==> src/include/oag_pkg.sv <==
// Constants for the operand address generator: opcode rows, operation
// nibbles, addressing mode codes and multiply sequencing figures.
// Assumes the opcode map of an 8-bit accumulator/index CPU core.
package oag_pkg;

  // ==========================================================================
  // Opcode rows (upper nibble of the opcode byte).
  localparam logic [3:0] ROW_BIT_BRANCH = 4'h0;
  localparam logic [3:0] ROW_BIT_SETCLR = 4'h1;
  localparam logic [3:0] ROW_REL        = 4'h2;
  localparam logic [3:0] ROW_RMW_DIR    = 4'h3;
  localparam logic [3:0] ROW_INH_ACC    = 4'h4;
  localparam logic [3:0] ROW_INH_IDX    = 4'h5;
  localparam logic [3:0] ROW_RMW_IX1    = 4'h6;
  localparam logic [3:0] ROW_RMW_IX     = 4'h7;
  localparam logic [3:0] ROW_CTRL_LO    = 4'h8;
  localparam logic [3:0] ROW_CTRL_HI    = 4'h9;
  localparam logic [3:0] ROW_IMM        = 4'hA;
  localparam logic [3:0] ROW_DIR        = 4'hB;
  localparam logic [3:0] ROW_EXT        = 4'hC;
  localparam logic [3:0] ROW_IX2        = 4'hD;
  localparam logic [3:0] ROW_IX1        = 4'hE;
  localparam logic [3:0] ROW_IX         = 4'hF;

  // ==========================================================================
  // Register/memory operations (lower nibble of the opcode byte).
  localparam logic [3:0] OP_SUB = 4'h0;
  localparam logic [3:0] OP_CMP = 4'h1;
  localparam logic [3:0] OP_SBC = 4'h2;
  localparam logic [3:0] OP_CPX = 4'h3;
  localparam logic [3:0] OP_AND = 4'h4;
  localparam logic [3:0] OP_LDA = 4'h6;
  localparam logic [3:0] OP_STA = 4'h7;
  localparam logic [3:0] OP_EOR = 4'h8;
  localparam logic [3:0] OP_ADC = 4'h9;
  localparam logic [3:0] OP_ORA = 4'hA;
  localparam logic [3:0] OP_ADD = 4'hB;
  localparam logic [3:0] OP_JMP = 4'hC;
  localparam logic [3:0] OP_JSR = 4'hD;
  localparam logic [3:0] OP_LDX = 4'hE;
  localparam logic [3:0] OP_STX = 4'hF;

  // Whole opcodes with a meaning of their own.
  localparam logic [7:0] UNSIGNED_MULTIPLY_OP = 8'h42;
  localparam logic [7:0] BRANCH_SUBR_OP       = 8'hAD;

  // ==========================================================================
  // Addressing mode codes reported with each decoded instruction.
  localparam logic [2:0] MODE_INH = 3'h0;
  localparam logic [2:0] MODE_IMM = 3'h1;
  localparam logic [2:0] MODE_DIR = 3'h2;
  localparam logic [2:0] MODE_EXT = 3'h3;
  localparam logic [2:0] MODE_IX  = 3'h4;
  localparam logic [2:0] MODE_IX1 = 3'h5;
  localparam logic [2:0] MODE_IX2 = 3'h6;
  localparam logic [2:0] MODE_REL = 3'h7;

  // Instruction lengths in bytes.
  localparam logic [1:0] LEN_ONE   = 2'h1;
  localparam logic [1:0] LEN_TWO   = 2'h2;
  localparam logic [1:0] LEN_THREE = 2'h3;

  // ==========================================================================
  // Multiply sequencing: load, eight add-shift steps, write-back, finish.
  localparam int         MUL_CYCLES     = 11;
  localparam logic [3:0] MUL_STEP_FIRST = 4'h1;
  localparam logic [3:0] MUL_STEP_LAST  = 4'h8;
  localparam logic [3:0] MUL_WRITEBACK  = 4'h9;
  localparam logic [3:0] MUL_FINISH     = 4'(MUL_CYCLES - 1);

  // Fixed upper byte for page-zero addresses.
  localparam logic [7:0] PAGE_ZERO = 8'h00;

endpackage : oag_pkg

==> src/verilog/oag_adder.sv <==
// Adder used for the immediate, multiply and index sums in the block: addition, and subtraction by
// adding the inverted second operand with a carry in.
// Assumes purely combinational use by the operand address generator.
`timescale 1ns/100ps

module oag_adder #(
  parameter int W = 8
) (
  input  wire logic [W-1:0] a,
  input  wire logic [W-1:0] b,
  input  wire logic         sub,
  input  wire logic         cin,
  output logic      [W-1:0] sum,
  output logic              cout
);

  // ==========================================================================
  // Single adder path; subtraction only inverts the second operand.
  logic [W-1:0] b_eff;

  always_comb begin
    b_eff       = sub ? ~b : b;
    {cout, sum} = {1'b0, a} + {1'b0, b_eff} + {{W{1'b0}}, cin};
  end

endmodule : oag_adder

==> src/verilog/oag_decoder.sv <==
// Instruction length decoder and operand address generator, holding the
// accumulator and index registers and sequencing the unsigned multiply.
// Assumes a byte stream from program memory on ref_clk, with the fetch
// logic giving the address after the current instruction on pc_next.
//
// How it works
// RQ1: Multiply takes exactly eleven cycles.
// RQ2: Multiply iterates add and shift steps.
// RQ3: Subtract adds the inverted operand plus carry.
// RQ4: Eight addressing modes are decoded.
// RQ5: Inherent is one byte, no address.
// RQ6: Inherent covers register and control operations.
// RQ7: Immediate takes second byte, two bytes, no address.
// RQ8: Immediate only for arithmetic, logic, compare, loads.
// RQ9: Direct address is zero high, second byte low.
// RQ10: Bit branches: direct address, then displacement.
// RQ11: Direct covers memory, read-modify-write, bits, jumps.
// RQ12: Extended takes high then low address byte.
// RQ13: Extended excludes read-modify-write operations.
// RQ14: Indexed no offset uses index as low byte.
// RQ15: Indexed offset adds index, carry is bit eight.
// RQ16: Taken branch adds signed displacement to counter.
// RQ17: Multiply puts high byte in index, low in accumulator.
// RQ18: Every operand address is sixteen bits; direct, IX and IX1 forms are zero extended.
`timescale 1ns/100ps

module oag_decoder (
  input  wire logic        ref_clk,
  input  wire logic        reset,
  input  wire logic        byte_valid,
  input  wire logic [7:0]  byte_data,
  output logic             byte_ready,
  input  wire logic [15:0] pc_next,
  input  wire logic        branch_cond,
  input  wire logic        carry_in,
  input  wire logic        ext_acc_wr,
  input  wire logic        ext_idx_wr,
  input  wire logic [7:0]  ext_wr_data,
  output logic             instr_done,
  output logic [7:0]       instr_opcode,
  output logic [2:0]       instr_mode,
  output logic [1:0]       instr_len,
  output logic             instr_illegal,
  output logic [15:0]      oper_addr,
  output logic             oper_addr_valid,
  output logic [7:0]       imm_data,
  output logic             imm_valid,
  output logic [15:0]      branch_target,
  output logic             branch_taken,
  output logic [7:0]       acc,
  output logic [7:0]       idx,
  output logic             mul_busy
);

  // ==========================================================================
  // State encoding and the whole state of the block.
  typedef enum logic [3:0] {
    ST_OPCODE = 4'b0001,
    ST_BYTE1  = 4'b0010,
    ST_BYTE2  = 4'b0100,
    ST_MUL    = 4'b1000
  } oag_state_t;

  typedef struct packed {
    oag_state_t  fsm;
    logic [7:0]  opcode;
    logic [2:0]  mode;
    logic [1:0]  len;
    logic        illegal;
    logic [7:0]  b1;
    logic [7:0]  acc;
    logic [7:0]  idx;
    logic [3:0]  cnt;
    logic [7:0]  mcand;
    logic [15:0] prod;
    logic        done;
    logic [15:0] addr;
    logic        addr_valid;
    logic [7:0]  imm;
    logic        imm_valid;
    logic [15:0] target;
    logic        taken;
  } oag_regs_t;

  oag_regs_t r;
  oag_regs_t n;

  // ==========================================================================
  // Opcode decode: addressing mode, length and legality from the opcode byte.
  logic [2:0] dec_mode;
  logic [1:0] dec_len;
  logic       dec_illegal;
  logic [3:0] op_row;
  logic [3:0] op_lo;

  always_comb begin
    op_row      = byte_data[7:4];
    op_lo       = byte_data[3:0];
    dec_mode    = oag_pkg::MODE_INH;
    dec_len     = oag_pkg::LEN_ONE;
    dec_illegal = 1'b0;
    unique case (op_row)
      // Register and control operations, one byte, no memory address.
      oag_pkg::ROW_INH_ACC, oag_pkg::ROW_INH_IDX,
      oag_pkg::ROW_CTRL_LO, oag_pkg::ROW_CTRL_HI: begin
        dec_mode = oag_pkg::MODE_INH; // RQ5 RQ6
        dec_len  = oag_pkg::LEN_ONE;
      end
      oag_pkg::ROW_BIT_BRANCH: begin
        dec_mode = oag_pkg::MODE_DIR; // RQ10
        dec_len  = oag_pkg::LEN_THREE;
      end
      // Bit set/clear, read-modify-write and plain direct memory forms.
      oag_pkg::ROW_BIT_SETCLR, oag_pkg::ROW_RMW_DIR, oag_pkg::ROW_DIR: begin
        dec_mode = oag_pkg::MODE_DIR; // RQ11
        dec_len  = oag_pkg::LEN_TWO;
      end
      oag_pkg::ROW_REL: begin
        dec_mode = oag_pkg::MODE_REL;
        dec_len  = oag_pkg::LEN_TWO;
      end
      oag_pkg::ROW_IMM: begin
        dec_len = oag_pkg::LEN_TWO; // RQ7
        if (byte_data == oag_pkg::BRANCH_SUBR_OP) begin
          dec_mode = oag_pkg::MODE_REL;
        end else begin
          dec_mode    = oag_pkg::MODE_IMM;
          dec_illegal = (op_lo == oag_pkg::OP_STA) || (op_lo == oag_pkg::OP_STX)
                        || (op_lo == oag_pkg::OP_JMP); // RQ8
        end
      end
      oag_pkg::ROW_EXT: begin
        dec_mode = oag_pkg::MODE_EXT; // RQ12 RQ13
        dec_len  = oag_pkg::LEN_THREE;
      end
      oag_pkg::ROW_IX2: begin
        dec_mode = oag_pkg::MODE_IX2; // RQ4
        dec_len  = oag_pkg::LEN_THREE;
      end
      oag_pkg::ROW_IX1, oag_pkg::ROW_RMW_IX1: begin
        dec_mode = oag_pkg::MODE_IX1;
        dec_len  = oag_pkg::LEN_TWO;
      end
      oag_pkg::ROW_IX, oag_pkg::ROW_RMW_IX: begin
        dec_mode = oag_pkg::MODE_IX; // RQ14
        dec_len  = oag_pkg::LEN_ONE;
      end
    endcase
  end

  // ==========================================================================
  // Shared adders: immediate arithmetic, multiply step and index sums.
  logic [7:0]  alu_a;
  logic        alu_sub;
  logic        alu_cin;
  logic [7:0]  alu_sum;
  logic [7:0]  mul_b;
  logic [7:0]  mul_sum;
  logic        mul_cout;
  logic [7:0]  ix1_sum;
  logic        ix1_cout;
  logic [15:0] ix2_sum;
  logic [3:0]  cur_lo;

  // Subtract forms feed the inverted operand and a carry into the adder.
  always_comb begin
    cur_lo  = r.opcode[3:0];
    alu_a   = (cur_lo == oag_pkg::OP_CPX) ? r.idx : r.acc;
    alu_sub = (cur_lo == oag_pkg::OP_SUB) || (cur_lo == oag_pkg::OP_CMP)
              || (cur_lo == oag_pkg::OP_SBC) || (cur_lo == oag_pkg::OP_CPX); // RQ3
    unique case (cur_lo)
      oag_pkg::OP_SBC: alu_cin = ~carry_in;
      oag_pkg::OP_ADC: alu_cin = carry_in;
      oag_pkg::OP_ADD: alu_cin = 1'b0;
      default:         alu_cin = alu_sub;
    endcase
    mul_b = r.prod[0] ? r.mcand : 8'h00; // RQ2
  end

  oag_adder #(.W(8)) u_alu (
    .a    (alu_a),
    .b    (byte_data),
    .sub  (alu_sub),
    .cin  (alu_cin),
    .sum  (alu_sum),
    .cout ()
  );

  oag_adder #(.W(8)) u_mul (
    .a    (r.prod[15:8]),
    .b    (mul_b),
    .sub  (1'b0),
    .cin  (1'b0),
    .sum  (mul_sum),
    .cout (mul_cout)
  );

  oag_adder #(.W(8)) u_ix1 (
    .a    (r.idx),
    .b    (byte_data),
    .sub  (1'b0),
    .cin  (1'b0),
    .sum  (ix1_sum),
    .cout (ix1_cout)
  );

  oag_adder #(.W(16)) u_ix2 (
    .a    ({r.b1, byte_data}),
    .b    ({oag_pkg::PAGE_ZERO, r.idx}),
    .sub  (1'b0),
    .cin  (1'b0),
    .sum  (ix2_sum),
    .cout ()
  );

  // Relative target from the address after the instruction.
  logic [15:0] rel_target;

  always_comb begin
    rel_target = pc_next + {{8{byte_data[7]}}, byte_data}; // RQ16
  end

  // ==========================================================================
  // Next-state logic: byte-by-byte decode, address forming and multiply.
  always_comb begin
    n            = r;
    n.done       = 1'b0;
    n.addr_valid = 1'b0;
    n.imm_valid  = 1'b0;
    n.taken      = 1'b0;
    if (ext_acc_wr && (r.fsm != ST_MUL)) begin
      n.acc = ext_wr_data;
    end
    if (ext_idx_wr && (r.fsm != ST_MUL)) begin
      n.idx = ext_wr_data;
    end
    unique case (r.fsm)
      ST_OPCODE: begin
        if (byte_valid) begin
          n.opcode  = byte_data;
          n.mode    = dec_mode;
          n.len     = dec_len;
          n.illegal = dec_illegal;
          n.target  = 16'h0000;
          if (byte_data == oag_pkg::UNSIGNED_MULTIPLY_OP) begin
            n.fsm = ST_MUL; // RQ1
            n.cnt = 4'h0;
          end else if (dec_len != oag_pkg::LEN_ONE) begin
            n.fsm = ST_BYTE1;
          end else begin
            n.done = 1'b1; // RQ5
            n.addr = {oag_pkg::PAGE_ZERO, r.idx}; // RQ14 RQ18
            n.addr_valid = (dec_mode == oag_pkg::MODE_IX);
          end
        end
      end
      ST_BYTE1: begin
        if (byte_valid) begin
          n.b1 = byte_data;
          if (r.len == oag_pkg::LEN_THREE) begin
            n.fsm = ST_BYTE2;
            n.addr = {oag_pkg::PAGE_ZERO, byte_data}; // RQ10
          end else begin
            n.fsm  = ST_OPCODE;
            n.done = 1'b1;
            unique case (r.mode)
              oag_pkg::MODE_IMM: begin
                n.imm       = byte_data; // RQ7
                n.imm_valid = 1'b1;
                if (!r.illegal) begin
                  unique case (cur_lo)
                    oag_pkg::OP_LDA: n.acc = byte_data;
                    oag_pkg::OP_LDX: n.idx = byte_data;
                    oag_pkg::OP_AND: n.acc = r.acc & byte_data;
                    oag_pkg::OP_ORA: n.acc = r.acc | byte_data;
                    oag_pkg::OP_EOR: n.acc = r.acc ^ byte_data;
                    oag_pkg::OP_ADD, oag_pkg::OP_ADC,
                    oag_pkg::OP_SUB, oag_pkg::OP_SBC: n.acc = alu_sum; // RQ3
                    default: n.acc = n.acc;
                  endcase
                end
              end
              oag_pkg::MODE_DIR: begin
                n.addr       = {oag_pkg::PAGE_ZERO, byte_data}; // RQ9 RQ18
                n.addr_valid = 1'b1;
              end
              oag_pkg::MODE_IX1: begin
                n.addr       = {7'h00, ix1_cout, ix1_sum}; // RQ15 RQ18
                n.addr_valid = 1'b1;
              end
              oag_pkg::MODE_REL: begin
                n.target = rel_target; // RQ16
                n.taken  = branch_cond;
              end
              default: n.addr_valid = 1'b0;
            endcase
          end
        end
      end
      ST_BYTE2: begin
        if (byte_valid) begin
          n.fsm        = ST_OPCODE;
          n.done       = 1'b1;
          n.addr_valid = 1'b1;
          unique case (r.mode)
            oag_pkg::MODE_EXT: n.addr = {r.b1, byte_data}; // RQ12
            oag_pkg::MODE_IX2: n.addr = ix2_sum; // RQ4
            default: begin
              n.target = rel_target; // RQ10 RQ16
              n.taken  = branch_cond;
            end
          endcase
        end
      end
      ST_MUL: begin
        n.cnt = r.cnt + 4'h1;
        if (r.cnt == 4'h0) begin
          n.mcand = r.idx;
          n.prod  = {8'h00, r.acc};
        end else if (r.cnt <= oag_pkg::MUL_STEP_LAST) begin
          n.prod = {mul_cout, mul_sum, r.prod[7:1]}; // RQ2
        end else if (r.cnt == oag_pkg::MUL_WRITEBACK) begin
          n.idx = r.prod[15:8]; // RQ17
          n.acc = r.prod[7:0];
        end else begin
          n.fsm  = ST_OPCODE; // RQ1
          n.done = 1'b1;
          n.cnt  = 4'h0;
        end
      end
    endcase
  end

  // ==========================================================================
  // State register.
  always_ff @(posedge ref_clk) begin
    if (reset) begin
      r <= '{fsm: ST_OPCODE, default: '0};
    end else begin
      r <= n;
    end
  end

  // ==========================================================================
  // Outputs; the fetch side is held off while the multiply runs.
  assign byte_ready      = (r.fsm != ST_MUL); // RQ1
  assign mul_busy        = (r.fsm == ST_MUL);
  assign instr_done      = r.done;
  assign instr_opcode    = r.opcode;
  assign instr_mode      = r.mode;
  assign instr_len       = r.len;
  assign instr_illegal   = r.illegal;
  assign oper_addr       = r.addr;
  assign oper_addr_valid = r.addr_valid;
  assign imm_data        = r.imm;
  assign imm_valid       = r.imm_valid;
  assign branch_target   = r.target;
  assign branch_taken    = r.taken;
  assign acc             = r.acc;
  assign idx             = r.idx;

endmodule : oag_decoder
==> config.mk <==
export PLATFORM = sky130hd
export DESIGN_NAME = oag_decoder
export DESIGN_NICKNAME = d
export VERILOG_FILES = /design/src/include/oag_pkg.sv /design/src/verilog/oag_adder.sv /design/src/verilog/oag_decoder.sv
export SDC_FILE = /design/constraint.sdc
export NUM_CORES = 1
export LEC_CHECK = 0
export ABC_CLOCK_PERIOD_IN_PS = 3900
export BUFFER_PORTS_ARGS = -buffer_cell sky130_fd_sc_hd__buf_2
export CAP_MARGIN = 25
export CORE_MARGIN = 1
export CORE_UTILIZATION = 59
export DETAILED_ROUTE_END_ITERATION = 12
export HOLD_SLACK_MARGIN = 0.03
export MAX_ROUTING_LAYER = met4
export PLACE_DENSITY = 0.79
export SLEW_MARGIN = 20
export SYNTH_ARGS = -nofsm -noshare
export SYNTH_HDL_FRONTEND = slang
export SYNTH_SLANG_ARGS = --single-unit
==> constraint.sdc <==
create_clock -name ref_clk -period 3.9 [get_ports ref_clk]
set_input_delay 0.78 -clock ref_clk [delete_from_list [all_inputs] [get_ports ref_clk]]
set_output_delay 0.78 -clock ref_clk [all_outputs]
set_load 0.02 [all_outputs]
# Word-level counts from Yosys, hierarchy flattened
# Cells that the tools add are included.
# totals
register_bits	114
latch_bits	0
ramBits	0
mem_bits_ro	0
wordCells	187
n_memories	0
# op_classes
add_sub_neg	7
multipliers	0
div_mod_pow	0
order_cmp	1
eq_ne	60
shift	0
n_mux	60
n_bitwise	8
reduce_logical	33
# ops
operator	count
16-bit two-way mux	9
16-bit one-hot mux with 2 select lines	3
18-bit two-way mux	5
4-bit equality test, second input constant	17
17-bit two-way mux	3
17-bit one-hot mux with 3 select lines	1
8-bit two-way mux	6
16-bit one-hot mux with 3 select lines	1
44-bit two-way mux	1
20-bit two-way mux	2
4-bit two-way mux	10
8-bit one-hot mux with 5 select lines	1
4-bit by 3-bit equality test with 1-bit output, second input constant	8
27-bit two-way mux	1
3-bit one-hot mux with 8 select lines	1
2-bit != test, second input constant	11
4-bit by 2-bit equality test with 1-bit output, second input constant	5
8-bit by 8-bit adder with 9-bit output	2
16-bit adder	1
16-bit by 8-bit adder with 16-bit output	1
4-bit one-hot mux with 4 select lines	1
4-bit OR reduction	4
7-bit AND reduction	2
3-bit equality test, second input constant	4
other kinds (40)	69

# Longest topological paths before layout
# Gate-level depths: netlist (run 1).
# logic_depth
word_depth	13
depth_mapped	13
depth_no_buf	12

# By module
# A second synthesis (run 1) with hierarchy kept.
# unflattened
hier_cells	1221
area_unflattened_um2	9500.4
# modules_own_cells
module	instances	cells_per_inst	area_each_um2	seq_area_each_um2
oag_decoder	1	925	7233.2	2282.2
oag_adder (u_alu ...)	3	53	417.9	0.0
oag_adder (u_ix2)	1	137	1013.5	0.0

# Least setup slack after synthesis (run 1)
# OpenSTA, ideal clock, no wires.
# synth_timing
path_type	input to register
start	in byte_data[0]
end	reg r, in the netlist acc[6]
arrival_time_ns	2.883
t_required_ns	3.768
path_slack_ns	0.884
stages	11
n_path_buf	1
cell_sequence	clkbuf_1 > xnor2_1 > fa_1 > inv_1 > fa_1 > a21o_1 > a21o_1 > a21oi_1 > mux2i_1 > o311ai_0 > a21oi_1
# synth_via
elab_chain_len	10
# synth_lines
item	line_no	source
from (decl)	oag_decoder.sv:31	input wire logic [7:0] byte_data,
8-bit NOT	n/a	
8-bit two-way mux *	oag_adder.sv:22	b_eff = sub ? ~b : b;
8-bit adder *	oag_adder.sv:23	{cout, sum} = {1'b0, a} + {1'b0, b_eff} + {{W{1'b0}}, cin};
8-bit by 1-bit adder with 8-bit output *	oag_adder.sv:23	
8-bit one-hot mux with 5 select lines *	oag_decoder.sv:271	unique case (cur_lo)
16-bit two-way mux *	oag_decoder.sv:270	if (!r.illegal) begin
16-bit two-way mux *	oag_decoder.sv:266	unique case (r.mode)
16-bit two-way mux *	oag_decoder.sv:260	if (r.len == oag_pkg::LEN_THREE) begin
16-bit two-way mux *	oag_decoder.sv:258	if (byte_valid) begin
16-bit one-hot mux with 2 select lines *	oag_decoder.sv:237	unique case (r.fsm)
to (signal assigned)	oag_decoder.sv:340	r <= n;
to (decl)	oag_decoder.sv:85	oag_regs_t r;
# Every way passes the cells marked *; elsewhere a longest branch is shown, timed or not.
# A chain may end at the register's enable or synchronous reset.

# Worst setup path in the final report (run 1)
# layout_timing
start	reg r, in the netlist instr_opcode[1]
end	reg r, in the netlist acc[6]
# layout_via
elab_chain_len	13
elab_cells_between_ends	25
# layout_lines
item	line_no	source
4-bit by 1-bit equality test with 1-bit output / 4-bit logical NOT (equally long branches)	oag_decoder.sv:169, oag_decoder.sv:271	
1-bit logical OR	oag_decoder.sv:169	alu_sub = (cur_lo == oag_pkg::OP_SUB) || (cur_lo == oag_pkg::OP_CMP)
1-bit logical OR (2 in series)	oag_decoder.sv:170	|| (cur_lo == oag_pkg::OP_SBC) || (cur_lo == oag_pkg::OP_CPX);
8-bit two-way mux	oag_adder.sv:22	
8-bit adder	oag_adder.sv:23	
8-bit by 1-bit adder with 8-bit output	oag_adder.sv:23	
8-bit one-hot mux with 5 select lines *	oag_decoder.sv:271	
16-bit two-way mux *	oag_decoder.sv:270	
16-bit two-way mux *	oag_decoder.sv:266	
16-bit two-way mux *	oag_decoder.sv:260	
16-bit two-way mux *	oag_decoder.sv:258	
16-bit one-hot mux with 2 select lines *	oag_decoder.sv:237	
# Marked as above.

==> impl_metrics.ini, run 1 <==
[power_and_ir_drop]
power_switching_mw = 1.13
swShare_pct = 30.0
p_int_mw = 2.63
pwr-share-comb_pct = 20.8
vdd_drop_max_mv = 0.348
leakage_nw = 3.75
power_frac_clock_pct = 44.7
power_density_mw_per_mm2 = 420
sequentialPowerShare_pct = 34.5

[timing]
timing.fmax_ghz = 0.293
finalMaxSlewViolations = 0
min_period_over_period_pct = 87.4
worst_slew_pin_slew_ns = 1.10
fin_skew_ns = 0.00531
fin_crit_ns = 3.41
fin_setup_tns_ns = 0
max_slew_margin_pct = 26.5
setup_viol_count_final = 0
whs_ns = 0.448
hold_viol = 0
rsz0062_at_grt = false

[synth]
ys_seq_elements = 114
netlist_instances = 1026
synth_cell_types = 79
synth-seq-area-share_pct = 27.9
async_flop_share_pct = 0
avgSynthCellArea_um2 = 7.97
yosysWarnings = 0
synthesis.area_mm2 = 0.00817
ys.flop_type = dfxtp_1
synth_nets = 1126
synth-edff-count = 0

[worst_setup_path]
start_kind = flop
r2r_start = instr_opcode[1]$_SDFFE_PP0P_
critPathMaxFanout = 13
crit_arrival_ns = 3.67
ff2ff_path_depth = 13
critical_path.startpoint = instr_opcode[1]$_SDFFE_PP0P_
r2r-end = acc[6]$_SDFF_PP0_
cp.required_ns = 4.16
rrSetupSlack_ns = 0.49
worstSetupPathType = reg -> reg
cp-end-kind = flop

[cts]
cts_resized = 0
hold_buffers = 0
cts_buffers = 17
cts.sinks = 114
cts_setup_buffers = 0
insertion_delay_ns = 0.42
cts_buffer_depth = 2
clockRootBuffer = clkbuf_16
path_clk_slew_ns = 0.06
h-tree-depth = 4
tritoncts = yes

[routing]
drt_iter0_drc = 743
drc = 0
drtAntennaViolNets = 0
top_layer_used = met4
m1WireLength_um = 9500
routed_wl_um = 23400
num_vias = 7808
dr.pass1.iters = 8
wl_per_cell_um = 18.9
met2_length_um = 11000
viasPerCell = 6.31
wl_met3_um = 1970

[floorplan]
start_util_pct = 61.0
die_y_um = 120
rows = 42
core-area_mm2 = 0.0134
dieArea_mm2 = 0.0143
io_pins = 115
die_x_um = 120

[final_layout]
layout_common_cells = nand2_1 (123), dfxtp_1 (114), buf_2 (114)
nets = 1149
drive_gt1_share_pct = 18.0
nFillCells = 1162
synthToLayoutAreaGrowth_pct = 9.28
antenna_cells = 0
layout_commonest_cell = nand2_1

[hold_path]
holdPathEnd = branch_target[11]$_SDFFE_PP0P_
min-delay-start = branch_target[11]$_SDFFE_PP0P_
hold_depth = 2
worst_hold_path_type = reg -> reg

[placed_design]
dpl.hpwl_um = 16000
io_buffer_count = 114
gp_congestion = 0.976

[global_route]
antenna_found_initial = 0
grt_max_degree = 93
grt_first_pass_wirelength_um = 37000
overflow = 0
grt_pass1_vias = 7166
track_usage_pct = 34.0

[run_status]
status = complete, no violations

[flow_run]
max_cap_violations = 0
kinds of logic (layout without fill, tap and decap cells):
group / after synthesis / in the layout / synth area share (%)
mux: 25 / 25 / 3.20
fa+ha+maj: 61 / 61 / 9.80
flops: 114 / 114 / 27.9
compound gates: 289 / 289 / 23.1
buf+inv: 152 / 188 / 10.5
simple gates: 345 / 345 / 21.1
xor+xnor: 40 / 40 / 4.29
flip-flops by register name (all words and copies together) (netlist names):
register,count
instr_done,1
imm_data,8
branch_target,16
instr_illegal,1
idx,8
oper_addr,16
instr_len,2
instr_opcode,8
acc,8
branch_taken,1
r,40
instr_mode,3
imm_valid,1
oper_addr_valid,1
per-layer routing:
metal	global-route usage (%)	vias to the layer above
met1	41.0	3650
met2	54.3	398
met4	15.1	0
met5	-	-
met3	7.56	89
li1	-	3671
worst max-delay path, stage by stage (launching register included):
cell and delay, ns:
dfxtp_1 0.57, nand2_1 0.17, nor3_1 0.17, buf_4 0.22, mux2i_1 0.26, fa_1 0.25
inv_1 0.06, fa_1 0.40, a21o_1 0.21, a21o_1 0.21, a21oi_1 0.20, mux2i_1 0.09
o311ai_0 0.33, a21oi_1 0.11
metrics by stage:
stage / instance area (µm²) / power [mW] / worst slack [ns] / std cells / utilization [%]
6_report: 8930 / 3.75 / 0.491 / 1238 / 66.6
5_1_grt: 8930 / 3.88 / 0.302 / 1238 / 66.6
4_1_cts: 8910 / 3.74 / 0.549 / 1236 / 66.5
3_5_place_dp: 8290 / 2.07 / 0.574 / 1204 / 61.8
3_3_place_gp: 8290 / 2.06 / 0.731 / 1204 / 61.8
2_1_floorplan: 8170 / 1.91 / 0.884 / 1026 / -
synthesized netlist by cell type, types with 7 or more instances:
library cell,number,area share [%]
nand2_1,123,5.6
dfxtp_1,114,28
a21oi_1,102,6.2
nor2_1,82,3.8
buf_4,72,6.6
ha_1,56,8.6
o21ai_0,44,2.7
clkbuf_1,34,1.6
inv_1,31,1.4
xnor2_1,25,2.7
nand3_1,20,1.2
nor3_1,20,1.2
and2_1,19,1.5
a22oi_1,18,1.7
mux2i_1,16,2.0
a211oi_1,15,1.4
xor2_1,15,1.6
buf_2,13,0.80
a21o_1,12,1.1
o2bb2ai_1,12,1.3
mux2_2,9,1.2
nor2b_1,9,0.69
a221oi_1,8,0.86
a311oi_1,8,0.86
o22ai_1,8,0.61
a222oi_1,7,0.86
and3_1,7,0.54
nand2b_1,7,0.54
power groups by stage:
stage	clock network [mW]	registers [mW]	logic [mW]
floorplan	0	1.27	0.637
global placement	0	1.31	0.748
detailed placement	0	1.31	0.757
CTS	1.68	1.29	0.766
global route	1.74	1.30	0.849
finish	1.68	1.29	0.781
worst max path at each step:
| stage | end | slack, ns |
|---|---|---|
| after floorplan | acc[6]$_SDFF_PP0_ | 0.88 |
| after global placement | acc[6]$_SDFF_PP0_ | 0.73 |
| after detailed placement | acc[6]$_SDFF_PP0_ | 0.57 |
| after CTS | acc[6]$_SDFF_PP0_ | 0.55 |
| after global routing | acc[6]$_SDFF_PP0_ | 0.30 |
| final | acc[6]$_SDFF_PP0_ | 0.49 |
final cells by class:
cell class | count | area, µm² | area share, %
multi-input cells | 760 | 5030 | 56.3
flip-flops and latches | 114 | 2280 | 25.6
repair buffers | 124 | 647 | 7.24
clock buffers | 21 | 470 | 5.27
well taps | 176 | 220 | 2.47
clock inverters | 11 | 158 | 1.77
inverters | 32 | 121 | 1.36
No activity file was read; power rests on OpenSTA's default activity.
==> run 2: changes to the inputs <==
--- a/config.mk
+++ b/config.mk
@@ -9,12 +9,13 @@
 export BUFFER_PORTS_ARGS = -buffer_cell sky130_fd_sc_hd__buf_2
 export CAP_MARGIN = 25
 export CORE_MARGIN = 1
-export CORE_UTILIZATION = 59
+export CORE_UTILIZATION = 60
 export DETAILED_ROUTE_END_ITERATION = 12
 export HOLD_SLACK_MARGIN = 0.03
 export MAX_ROUTING_LAYER = met4
-export PLACE_DENSITY = 0.79
+export PLACE_DENSITY_LB_ADDON = 0.05
 export SLEW_MARGIN = 20
 export SYNTH_ARGS = -nofsm -noshare
 export SYNTH_HDL_FRONTEND = slang
+export SYNTH_HIERARCHICAL = 1
 export SYNTH_SLANG_ARGS = --single-unit
==> constraint.sdc (replaced) <==
create_clock -name ref_clk -period 3.9 [get_ports ref_clk]
set_input_delay 0.78 -clock ref_clk [delete_from_list [all_inputs] [get_ports ref_clk]]
set_output_delay 0.78 -clock ref_clk [all_outputs]
set_load 0.05 [all_outputs]
==> run 2 against run 1 <==
Compared with the run above:
- global-route usage fell by 0.30 points
- flip-flop and latch count did not move
- non-clock buffer count rose by 16
- synthesized cell count rose by 18%
- sequential share of layout area fell by 3.5 points
- register-to-register slack improved by 0.07 ns
- utilization rose by 1.3 points
- fmax rose by 2.1%
- critical path depth rose by 2
- synthesized area rose by 16%
- die area rose by 13%
- clock skew rose by 0.0018 ns
- critical endpoint unchanged
- highest routed layer unchanged
==> impl_metrics.ini, run 2 <==
[run_status]
status = complete, no violations

[routing]
drc = 0
wl_per_cell_um = 17.8
viasPerCell = 5.96
routed_wl_um = 26200
drtAntennaViolNets = 0
drt_iter0_drc = 637
dr.pass1.iters = 5
num_vias = 8768

[power_and_ir_drop]
vdd_drop_max_mv = 0.387
power_density_mw_per_mm2 = 393
leakage_nw = 4.65

[final_layout]
drive_gt1_share_pct = 17.2
final_cells = 1470
layout_commonest_cell = nand2_1
nets = 1364
largest_register_ffs = 40
synthToLayoutAreaGrowth_pct = 9.77
antenna_cells = 0
final_area_mm2 = 0.0104
layout_common_cells = nand2_1 (140), a21oi_1 (114), dfxtp_1 (114)
top_register = r

[timing]
timing.fmax_ghz = 0.300
worst_slew_pin_slew_ns = 0.757
rsz0062_at_grt = false
fin_skew_ns = 0.00711
fin_crit_ns = 3.34
max_slew_margin_pct = 49.5
fin_setup_tns_ns = 0
finalMaxSlewViolations = 0
setup_viol_count_final = 0
hold_viol = 0
min_period_over_period_pct = 85.6

[synth]
netlist_instances = 1210
synthesis.area_mm2 = 0.00944
yosysWarnings = 6
avgSynthCellArea_um2 = 7.80

[floorplan]
die_y_um = 127
dieArea_mm2 = 0.0162
start_util_pct = 61.9
die_x_um = 127
rows = 45
core-area_mm2 = 0.0153
io_pins = 115

[worst_setup_path]
rrSetupSlack_ns = 0.56
r2r_start = instr_opcode[2]$_SDFFE_PP0P_
critPathMaxFanout = 15
crit_arrival_ns = 3.63
critical_path.startpoint = instr_opcode[2]$_SDFFE_PP0P_
r2r-end = acc[6]$_SDFF_PP0_
cp-endpoint = acc[6]$_SDFF_PP0_
cp.required_ns = 4.19
ff2ff_path_depth = 15
worstSetupPathType = reg -> reg
cp-end-kind = flop
start_kind = flop

[hold_path]
worst_hold_path_type = reg -> reg
hold_depth = 2

[global_route]
grt_first_pass_wirelength_um = 41400
grt_max_degree = 67
overflow = 0
grt_pass1_vias = 7924
track_usage_pct = 33.7
antenna_found_initial = 0

[placed_design]
gp_congestion = 0.903
io_buffer_count = 114
dpl.hpwl_um = 18700
placed_cells_incl_taps = 1438
placed_area_mm2 = 0.00971

[cts]
tritoncts = yes
h-tree-depth = 4
insertion_delay_ns = 0.43
cts_setup_buffers = 0
hold_buffers = 0
clockRootBuffer = clkbuf_16
cts_buffer_depth = 2
cts_resized = 0
cts_buffers = 17
cts.sinks = 114
path_clk_slew_ns = 0.05

[flow_run]
max_cap_violations = 0
-- run 2: stage by stage --
stage	total power, mW	util (%)	setup slack (ns)	hold slack (ns)
floorplan	2.13	-	0.396	0.426
global placement	2.33	63.7	0.424	0.431
detailed placement	2.34	63.7	0.383	0.436
CTS	4.07	67.9	0.591	0.449
global route	4.25	67.9	0.349	0.466
finish	4.08	67.9	0.561	0.445
-- run 2: cell type report --
cell class | instances | area (µm²)
clock buffers | 21 | 460
clock inverters | 11 | 183
fillers | 1328 | 4890
inverters | 54 | 203
multi-input cells | 919 | 6200
flip-flops and latches | 114 | 2280
well taps | 211 | 264
repair buffers | 140 | 768
-- run 2: power breakdown --
group	switching (mW)	internal, mW	total (mW)
Clock	0.572	1.16	1.73
Sequential	0.0449	1.20	1.25
Combinational	0.679	0.416	1.10
Total	1.30	2.78	4.08
-- run 2: worst max-delay path: stages, from the launching register on --
cell	delay [ns]
dfxtp_1	0.33
nor2_1	0.07
and3_1	0.20
buf_4	0.18
o21ai_0	0.17
inv_1	0.09
fa_1	0.47
fa_1	0.46
nor2b_4	0.14
o21ai_2	0.07
a21boi_2	0.19
o31a_1	0.15
a21oi_2	0.03
a221o_1	0.31
a221oi_1	0.27
nor2_1	0.06
-- run 2: layer usage --
metal	routed length [µm]	track usage [%]	vias up
li1	-	-	4233
met4	542	11.3	0
met1	11800	43.9	4156
met3	1790	6.41	45
met5	0	-	-
met2	12000	52.2	334
-- run 2: worst min-delay path by stage --
stage / endpoint / start / slack, ns
after floorplan: branch_target[11]$_SDFFE_PP0P_ / branch_target[11]$_SDFFE_PP0P_ / 0.43
after global placement: branch_target[12]$_SDFFE_PP0P_ / branch_target[12]$_SDFFE_PP0P_ / 0.43
after detailed placement: branch_target[11]$_SDFFE_PP0P_ / branch_target[11]$_SDFFE_PP0P_ / 0.44
after CTS: branch_target[11]$_SDFFE_PP0P_ / branch_target[11]$_SDFFE_PP0P_ / 0.45
after global routing: branch_target[11]$_SDFFE_PP0P_ / branch_target[11]$_SDFFE_PP0P_ / 0.47
final: branch_target[13]$_SDFFE_PP0P_ / branch_target[13]$_SDFFE_PP0P_ / 0.44
